### src/inc/deep_sleep_pkg.sv
package deep_sleep_pkg;

   // Register byte offsets on the Avalon-MM slave
   localparam logic [3:0] OFS_SETTLE = 4'h0;
   localparam logic [3:0] OFS_CFG    = 4'h4;
   localparam logic [3:0] OFS_CMD    = 4'h8;
   localparam logic [3:0] OFS_STATUS = 4'hc;

   // Oscillation settle select: the wait is 2**(base + select) cycles
   localparam int         SETTLE_SEL_W = 3;
   localparam logic [2:0] SETTLE_RST   = 3'h4;
   localparam logic [2:0] SETTLE_MAX   = 3'h4;

   // Peripheral clock source configuration bits
   localparam int        CFG_TM16_WATCH = 0;
   localparam int        CFG_WATCH_SUB  = 1;
   localparam int        CFG_TM8_EXT    = 2;
   localparam int        CFG_RTO_TRIG   = 3;
   localparam int        CFG_SIO_EXT    = 4;
   localparam int        CFG_W          = 5;
   localparam logic [4:0] CFG_RST       = 5'h00;

   // Command bit: write 1 executes the deep sleep instruction
   localparam int CMD_SLEEP = 0;

   // Status fields
   localparam int ST_STATE   = 0;
   localparam int ST_CAUSE   = 2;
   localparam int ST_REFUSED = 4;
   localparam int ST_PENDING = 5;

   typedef enum logic [1:0] {ST_RUN, ST_DEEP, ST_LIGHT, ST_SETTLE} sleep_state_e;
   typedef enum logic [1:0] {WK_NONE, WK_IRQ, WK_TEST, WK_RESET} wake_cause_e;

endpackage

### src/settle_timer.sv
`timescale 1ns/1ns
module settle_timer #(
   parameter int W = 18
)(
   // Clock and reset
   input  wire logic         clk,
   input  wire logic         sys_rst,
   // Control
   input  wire logic         start,
   input  wire logic [W-1:0] load,
   // Status
   output logic              busy,
   output logic              done
);

   logic [W-1:0] count_q;
   logic         done_q;

   generate
      if (W < 2)
      begin : g_chk
         $error("settle_timer needs at least two counter bits");
      end
   endgenerate

   always_ff @(posedge clk)
   begin
      if (sys_rst)
         count_q <= '0;
      else if (start)
         count_q <= load;
      else if (count_q != '0)
         count_q <= count_q - W'(1);
   end

   // Done marks the edge at which the loaded number of cycles has passed
   always_ff @(posedge clk)
   begin
      if (sys_rst)
         done_q <= 1'b0;
      else
         done_q <= !start && (count_q == W'(1));
   end

   assign busy = (count_q != '0);
   assign done = done_q;

endmodule // settle_timer

### src/deep_sleep_standby_control.sv
`timescale 1ns/1ns
// Summary of operation
// - Deep sleep is entered by the instruction only while running on main clock.
// - Crystal output pin is pulled to supply; not for external main clock systems.
// - A pending unmasked interrupt at entry drops the device into light sleep.
// - From that light sleep, operation resumes after the programmed settle wait.
// - Deep sleep stops only the main oscillator and halts the CPU.
// - Port latches and expansion address lines keep their pre-sleep values.
// - 16-bit timer runs only on watch output with watch on subsystem clock.
// - 8-bit timers run only when counting the external timer inputs.
// - Watch timer runs only when clocked from a present subsystem clock.
// - Real-time output runs only on external trigger or external 8-bit timer clocks.
// - Serial units run only on external clock; automatic unit and UART stop.
// - An unmasked interrupt request wakes the device from deep sleep.
// - After settling, take the vector if acknowledge is enabled, else continue.
// - An unmasked test input wakes the device from deep sleep.
// - After test wake and settling, continue with the next instruction, no vector.
// - Reset input wakes the device; reset follows the stabilization time.
module deep_sleep_standby_control #(
   parameter int IRQ_N       = 8,
   parameter int TEST_N      = 1,
   parameter int SETTLE_BASE = 13
)(
   // Clock and reset
   input  wire logic             clk,
   input  wire logic             sys_rst,
   // Avalon-MM slave
   input  wire logic [3:0]       avs_address,
   input  wire logic             avs_read,
   input  wire logic             avs_write,
   input  wire logic [31:0]      avs_writedata,
   input  wire logic [3:0]       avs_byteenable,
   output logic      [31:0]      avs_readdata,
   output logic                  avs_waitrequest,
   // CPU and interrupt controller
   input  wire logic             cpu_on_main_clk,
   input  wire logic             sub_clk_present,
   input  wire logic [IRQ_N-1:0] irq_req,
   input  wire logic [IRQ_N-1:0] irq_mask,
   input  wire logic             irq_ack_en,
   input  wire logic [TEST_N-1:0] test_mask,
   // Pins
   input  wire logic [TEST_N-1:0] test_in,
   input  wire logic             rst_pin_n,
   // Wake results
   output logic                  resume_pulse,
   output logic                  vector_pulse,
   output logic                  reset_req,
   // Clock and pin control
   output logic                  main_osc_stop,
   output logic                  xtal_pullup,
   output logic                  cpu_halt,
   output logic                  latch_hold,
   output logic                  bus_park,
   // Peripheral run enables
   output logic                  tm16_run,
   output logic                  tm8_run,
   output logic                  watch_run,
   output logic                  wdt_run,
   output logic                  adc_run,
   output logic                  dac_run,
   output logic                  rto_run,
   output logic                  sio_run,
   output logic                  auto_sio_uart_run,
   output logic                  ext_irq_zero_en,
   output logic                  ext_irq_one_to_five_en
);

   localparam int CNT_W = SETTLE_BASE + 5;

   generate
      if (SETTLE_BASE < 1 || SETTLE_BASE > 24 || IRQ_N < 1 || IRQ_N > 24 || TEST_N < 1)
      begin : g_chk
         $error("deep_sleep_standby_control: parameter out of range");
      end
   endgenerate

   // Settle selects above the largest legal code behave as the largest
   function automatic logic [CNT_W-1:0] settle_cycles(input logic [2:0] sel);
      logic [2:0] s;
      s = (sel > deep_sleep_pkg::SETTLE_MAX) ? deep_sleep_pkg::SETTLE_MAX : sel;
      return CNT_W'(1) << (SETTLE_BASE + int'(s));
   endfunction

   logic                                         ack_q;
   logic                                         req;
   logic                                         wr_en;
   logic [deep_sleep_pkg::SETTLE_SEL_W-1:0]      settle_sel_q;
   logic [deep_sleep_pkg::CFG_W-1:0]             cfg_q;
   logic                                         refused_q;
   deep_sleep_pkg::sleep_state_e                 state_q;
   deep_sleep_pkg::wake_cause_e                  cause_q;
   logic [TEST_N-1:0]                            test_s1_q;
   logic [TEST_N-1:0]                            test_s2_q;
   logic                                         rst_s1_q;
   logic                                         rst_s2_q;
   logic                                         sleep_cmd;
   logic                                         pending;
   logic                                         test_wake;
   logic                                         rst_wake;
   logic                                         deep;
   logic                                         tmr_start;
   logic [CNT_W-1:0]                             tmr_load;
   logic                                         tmr_busy;
   logic                                         tmr_done;

   // Bus slave: one wait cycle, so read data can come from a flip-flop
   assign req             = avs_read || avs_write;
   assign avs_waitrequest = req && !ack_q;
   assign wr_en           = avs_write && ack_q && avs_byteenable[0];

   always_ff @(posedge clk)
   begin
      if (sys_rst)
         ack_q <= 1'b0;
      else
         ack_q <= req && !ack_q;
   end

   always_ff @(posedge clk)
   begin
      if (sys_rst)
         avs_readdata <= 32'h0000_0000;
      else if (avs_read && !ack_q)
      begin
         avs_readdata <= 32'h0000_0000;
         unique case (avs_address)
            deep_sleep_pkg::OFS_SETTLE:
               avs_readdata[2:0] <= settle_sel_q;
            deep_sleep_pkg::OFS_CFG:
               avs_readdata[deep_sleep_pkg::CFG_W-1:0] <= cfg_q;
            deep_sleep_pkg::OFS_STATUS:
            begin
               avs_readdata[deep_sleep_pkg::ST_STATE +: 2] <= state_q;
               avs_readdata[deep_sleep_pkg::ST_CAUSE +: 2] <= cause_q;
               avs_readdata[deep_sleep_pkg::ST_REFUSED]    <= refused_q;
               avs_readdata[deep_sleep_pkg::ST_PENDING]    <= pending;
            end
            default:
               avs_readdata <= 32'h0000_0000;
         endcase
      end
   end

   always_ff @(posedge clk)
   begin
      if (sys_rst)
         settle_sel_q <= deep_sleep_pkg::SETTLE_RST;
      else if (wr_en && avs_address == deep_sleep_pkg::OFS_SETTLE)
         settle_sel_q <= avs_writedata[2:0];
   end

   always_ff @(posedge clk)
   begin
      if (sys_rst)
         cfg_q <= deep_sleep_pkg::CFG_RST;
      else if (wr_en && avs_address == deep_sleep_pkg::OFS_CFG)
         cfg_q <= avs_writedata[deep_sleep_pkg::CFG_W-1:0];
   end

   assign sleep_cmd = wr_en && (avs_address == deep_sleep_pkg::OFS_CMD)
                      && avs_writedata[deep_sleep_pkg::CMD_SLEEP];

   // Sticky refusal of a sleep attempt off the main clock; a new refusal beats the clear
   always_ff @(posedge clk)
   begin
      if (sys_rst)
         refused_q <= 1'b0;
      else if (state_q == deep_sleep_pkg::ST_RUN && sleep_cmd && !cpu_on_main_clk)
         refused_q <= 1'b1;
      else if (wr_en && avs_address == deep_sleep_pkg::OFS_STATUS
               && avs_writedata[deep_sleep_pkg::ST_REFUSED])
         refused_q <= 1'b0;
   end

   // Pin synchronisers
   always_ff @(posedge clk)
   begin
      if (sys_rst)
      begin
         test_s1_q <= '0;
         test_s2_q <= '0;
         rst_s1_q  <= 1'b1;
         rst_s2_q  <= 1'b1;
      end
      else
      begin
         test_s1_q <= test_in;
         test_s2_q <= test_s1_q;
         rst_s1_q  <= rst_pin_n;
         rst_s2_q  <= rst_s1_q;
      end
   end

   assign pending   = |(irq_req & ~irq_mask);
   assign test_wake = |(test_s2_q & ~test_mask);
   assign rst_wake  = !rst_s2_q;
   assign deep      = (state_q == deep_sleep_pkg::ST_DEEP);

   // Sleep sequencer
   always_ff @(posedge clk)
   begin
      if (sys_rst)
         state_q <= deep_sleep_pkg::ST_RUN;
      else
      begin
         unique case (state_q)
            deep_sleep_pkg::ST_RUN:
               if (sleep_cmd && cpu_on_main_clk)
                  state_q <= pending ? deep_sleep_pkg::ST_LIGHT
                                     : deep_sleep_pkg::ST_DEEP;
            deep_sleep_pkg::ST_DEEP:
               if (rst_wake || pending || test_wake)
                  state_q <= deep_sleep_pkg::ST_SETTLE;
            deep_sleep_pkg::ST_LIGHT:
               if (tmr_done)
                  state_q <= deep_sleep_pkg::ST_RUN;
            deep_sleep_pkg::ST_SETTLE:
               if (tmr_done)
                  state_q <= deep_sleep_pkg::ST_RUN;
         endcase
      end
   end

   // Reset outranks an interrupt, which outranks a test input
   always_ff @(posedge clk)
   begin
      if (sys_rst)
         cause_q <= deep_sleep_pkg::WK_NONE;
      else if (deep && rst_wake)
         cause_q <= deep_sleep_pkg::WK_RESET;
      else if (deep && pending)
         cause_q <= deep_sleep_pkg::WK_IRQ;
      else if (deep && test_wake)
         cause_q <= deep_sleep_pkg::WK_TEST;
   end

   // Reset wake always waits the reset stabilization time, not the software select
   assign tmr_start = (deep && (rst_wake || pending || test_wake))
                      || (state_q == deep_sleep_pkg::ST_RUN && sleep_cmd
                          && cpu_on_main_clk && pending);
   assign tmr_load  = (deep && rst_wake) ? settle_cycles(deep_sleep_pkg::SETTLE_RST)
                                         : settle_cycles(settle_sel_q);

   settle_timer #(
      .W     (CNT_W)
   ) u_settle (
      .clk     (clk),
      .sys_rst (sys_rst),
      .start   (tmr_start),
      .load    (tmr_load),
      .busy    (tmr_busy),
      .done    (tmr_done)
   );

   // Wake results, one cycle each, at the return to run
   always_ff @(posedge clk)
   begin
      if (sys_rst)
      begin
         resume_pulse <= 1'b0;
         vector_pulse <= 1'b0;
         reset_req    <= 1'b0;
      end
      else
      begin
         resume_pulse <= tmr_done && (state_q == deep_sleep_pkg::ST_LIGHT
                         || (state_q == deep_sleep_pkg::ST_SETTLE
                             && (cause_q == deep_sleep_pkg::WK_TEST
                                 || (cause_q == deep_sleep_pkg::WK_IRQ && !irq_ack_en))));
         vector_pulse <= tmr_done && state_q == deep_sleep_pkg::ST_SETTLE
                         && cause_q == deep_sleep_pkg::WK_IRQ && irq_ack_en;
         reset_req    <= tmr_done && state_q == deep_sleep_pkg::ST_SETTLE
                         && cause_q == deep_sleep_pkg::WK_RESET;
      end
   end

   // Clock, pin and bus control
   assign main_osc_stop = deep;
   assign xtal_pullup   = deep;
   assign cpu_halt      = (state_q != deep_sleep_pkg::ST_RUN);
   assign latch_hold    = deep;
   assign bus_park      = deep;

   // Peripheral gating; outside deep sleep everything runs
   assign tm16_run  = !deep || (cfg_q[deep_sleep_pkg::CFG_TM16_WATCH]
                     && cfg_q[deep_sleep_pkg::CFG_WATCH_SUB] && sub_clk_present);
   assign tm8_run   = !deep || cfg_q[deep_sleep_pkg::CFG_TM8_EXT];
   assign watch_run = !deep || (cfg_q[deep_sleep_pkg::CFG_WATCH_SUB]
                     && sub_clk_present);
   assign rto_run   = !deep || cfg_q[deep_sleep_pkg::CFG_RTO_TRIG]
                     || cfg_q[deep_sleep_pkg::CFG_TM8_EXT];
   assign sio_run   = !deep || cfg_q[deep_sleep_pkg::CFG_SIO_EXT];
   assign auto_sio_uart_run      = !deep;
   assign wdt_run                = !deep;
   assign adc_run                = !deep;
   assign dac_run                = 1'b1;
   assign ext_irq_zero_en        = !deep;
   assign ext_irq_one_to_five_en = 1'b1;
endmodule // deep_sleep_standby_control

### config.mk
export PLATFORM = sky130hd
export DESIGN_NAME = deep_sleep_standby_control
export DESIGN_NICKNAME = d
export VERILOG_FILES = /design/src/inc/deep_sleep_pkg.sv /design/src/settle_timer.sv /design/src/deep_sleep_standby_control.sv
export SDC_FILE = /design/constraint.sdc
export NUM_CORES = 1
export LEC_CHECK = 0
export ABC_CLOCK_PERIOD_IN_PS = 2200
export BUFFER_PORTS_ARGS = -buffer_cell sky130_fd_sc_hd__buf_2
export CORE_ASPECT_RATIO = 1.75
export CORE_MARGIN = 3
export CORE_UTILIZATION = 43
export CTS_CLUSTER_DIAMETER = 50
export DETAILED_ROUTE_END_ITERATION = 6
export PLACE_DENSITY = 0.77
export SLEW_MARGIN = 15
export SYNTH_ARGS = -nofsm -noshare
export SYNTH_HDL_FRONTEND = slang
export SYNTH_HIERARCHICAL = 1
export SYNTH_SLANG_ARGS = --single-unit
export TNS_END_PERCENT = 1
### constraint.sdc
create_clock -name clk -period 2.2 [get_ports clk]
set_input_delay 0.33 -clock clk [delete_from_list [all_inputs] [get_ports clk]]
set_output_delay 0.33 -clock clk [all_outputs]
set_load 0.005 [all_outputs]
==> flow_summary.ini <==
[routing]
wl_per_cell_um = 13.4
wl_um = 6320
top_layer = met4
drt-initial-drc-count = 107
vias_per_cell = 5.13
wl_met2_um = 3370
route.detailed.drc = 0
vias = 2419
wl_met3_um = 441
met1_length_um = 2070
drt_pass1_iterations = 4
ant_nets = 0

[synthesis]
synth_ff_type = dfxtp_1
async_reset_ff_share_pct = 0
yosys.area.top_type_share_pct = 34.2
yosysUniqueCellTypes = 64
ys_ff_latch = 46
synth_commonest_cells = dfxtp_1 (46), buf_4 (35), nor2_1 (31)
mappedNetlistArea_um2 = 2690
post-synth-top-count-cell = dfxtp_1
synth_edf_count = 0
synth_top_cell_by_area = dfxtp_1
ys_warn_count = 6
synth_area_leaders = dfxtp_1 (34%), buf_4 (9.8%), nor2_1 (4.3%), nand2_1 (3.8%), mux2i_1 (3.7%)
synth.avg_cell_area_um2 = 8.54
synthCells = 315
synth.yosys.seq_area_share_pct = 34.2

[floorplanning]
die_y_um = 111
die_area_um2 = 7280
row_count = 37
initial_core_util_pct = 45.0
io_pins = 118
core_area_um2 = 5970
dieWidth_um = 65.8

[cts]
cts_tree = built
root_buffer = clkbuf_8
post_cts_buffers = 0
cts.sinks = 46
cts_buffers = 5
insertion_delay_ns = 0.31
h-tree-depth = 2
clkTransAtPathRegs_ns = 0.08
ctsLongestPathBuffers = 2

[critical_path]
cp.arrival_ns = 2.32
rrSetupSlack_ns = 0.12
r2r_cells = 5
crit_start = u_settle/count_q[12]
required_ns = 2.45
critPathLaunchType = register
critPathKind = register to register
crit_path_end_kind = register
r2r_start = u_settle/count_q[12]
rr_endpoint = u_settle/count_q[1]
endpoint = u_settle/count_q[1]
crit_path_max_fanout = 5

[finish]
area_delta_synth_final_pct = 16.1
fin_nets = 463
nFillCells = 571
antennaDiodeCount = 0
drive_above_1_share_pct = 28.2
post-route-util_pct = 52.3

[place]
port_buffers = 59
globalplace.congestion = 0.858
hpwl_um = 5020

[power]
power.share.sequential_pct = 36.8
power_frac_comb_pct = 46.9
clkPwrFrac_pct = 16.3
switchingPower_mw = 1.12
p_leak_nw = 1.41
swShare_pct = 36.8
internal_power_mw = 1.93
power_density_nw_per_um2 = 979
vdd_drop_max_v = 0.000462

[flow_run]
cap_viol_max_count = 0

[grt]
antenna_found_initial = 0
grt_pass1_vias = 2335
overflow = 0
grtUsageTotal_pct = 17.8
grt_pass1_wl_um = 10100
grt_max_degree = 18

[outcome]
status = completed

[sta]
rsz0062_at_grt = no
holdWs_ns = 0.201
max_freq_ghz = 0.482
post-route-period-util_pct = 94.4
fin_crit_ns = 2.08
setup_violations = 0
tns_ns = 0
skew_ns = 0.00893
report.final.slew_viol_count = 0
final-hold-violation-count = 0

[hold_path]
hp-class = input port to register
hold_path_depth = 2
[how the worst min path moves through the flow]
stage              start  slack (ns)       end
2_1_floorplan   rst_s1_q        0.39  rst_s2_q
3_3_place_gp    rst_s1_q        0.39  rst_s2_q
3_5_place_dp    rst_s1_q        0.41  rst_s2_q
4_1_cts        rst_pin_n        0.19  rst_s1_q
5_1_grt        rst_pin_n        0.20  rst_s1_q
6_report       rst_pin_n        0.20  rst_s1_q
[critical path, cell delays in order (launching register included)]
cell and delay [ns]:
dfxtp_1 0.34, or4_4 0.52, or4_4 0.45, or2_4 0.28, a211o_1 0.31, a21oi_2 0.12
[metal layers]
metal,GRT usage (%),vias up
li1,-,1183
met1,15.6,1103
met2,32.4,105
met3,4.07,28
met4,13.9,0
met5,0,-
[repair_timing]
action                                  in CTS  in global routing
gates resized for setup                      1                  2
gates cloned                                 0                  0
hold buffers                                 0                  0
endpoints found under the setup margin       1                  1
[state kept, by name, indices dropped and copies added (netlist names)]
register	count
u_settle/count_q	18
avs_readdata	6
cfg_q	5
settle_sel_q	3
cause_q	2
state_q	2
ack_q	1
refused_q	1
reset_req	1
resume_pulse	1
rst_s1_q	1
rst_s2_q	1
test_s1_q	1
test_s2_q	1
u_settle/done	1
vector_pulse	1
[through the flow]
step                worst slack, ns  cells  power [mW]  instance area [um^2]
finish                        0.123    472        3.06                  3120
global route                 0.0389    472        3.31                  3120
CTS                          0.0306    472        3.07                  3120
detailed placement           0.0167    465        2.55                  3040
global placement             0.0595    465        2.50                  3040
floorplan                    0.0249    350        2.17                  2820
[cell families (layout without fill, tap and decap cells)]
group                    Yosys count  after routing  synth area share, %
AND/OR/NAND/NOR                  124            124                 26.5
AO/OA/AOI/OAI                     58             58                 14.7
buffers and inverters             58            102                 14.5
flip-flops                        46             46                 34.2
XOR/XNOR                          12             12                 3.91
multiplexers                      12             12                 4.56
adder cells (fa/ha/maj)            3              3                 1.40
other                              2             37                0.279
[cell usage in the layout, fill, tap and decap left out, types with 2 or more instances in the layout]
cell type  synthesis  routed
or2_4              1       2
a32oi_1            2       2
o211ai_1           2       2
o2bb2ai_1          3       3
clkbuf_8           1       5
nor2_1            31      31
nor4_1             4       4
buf_2              1      59
or3_1              2       2
dfxtp_1           46      46
a21oi_1            9       9
ha_1               3       3
or4_4              2       2
o22ai_1            3       3
conb_1             2      37
nand2_1           27      26
a22oi_1            3       3
buf_4             35      21
nand2b_1           5       5
o21a_1             4       4
nand3_1           10      10
o21ai_0           15      15
and3_1             2       2
clkinv_2           0       2
inv_1             14      14
mux2i_1           10      10
xnor2_1            7       7
xor2_1             5       5
a311oi_1           2       2
a211oi_1           2       2
mux2_2             2       2
nor4b_4            2       2
nor2b_1            4       4
nor3b_1            3       3
o31ai_1            2       2
or2_2              5       5
nor3_1            13      13
[final cells by class]
| class | count | area, um^2 | area share [%] |
|---|---|---|---|
| multi-input combinational | 246 | 1520 | 48.6 |
| sequential | 46 | 921 | 29.5 |
| inverter | 15 | 56.3 | 1.80 |
| tap | 78 | 97.6 | 3.12 |
| clock inverter | 2 | 10.0 | 0.321 |
| timing repair buffer | 80 | 453 | 14.5 |
| clock buffer | 5 | 68.8 | 2.20 |
[power groups by stage]
stage | clock network [mW] | logic (mW) | registers (mW)
2_1_floorplan | 0 | 1.06 | 1.12
3_3_place_gp | 0 | 1.36 | 1.14
3_5_place_dp | 0 | 1.40 | 1.14
4_1_cts | 0.519 | 1.42 | 1.13
5_1_grt | 0.556 | 1.61 | 1.15
6_report | 0.498 | 1.43 | 1.13
Power figures use the tool's default switching activity.
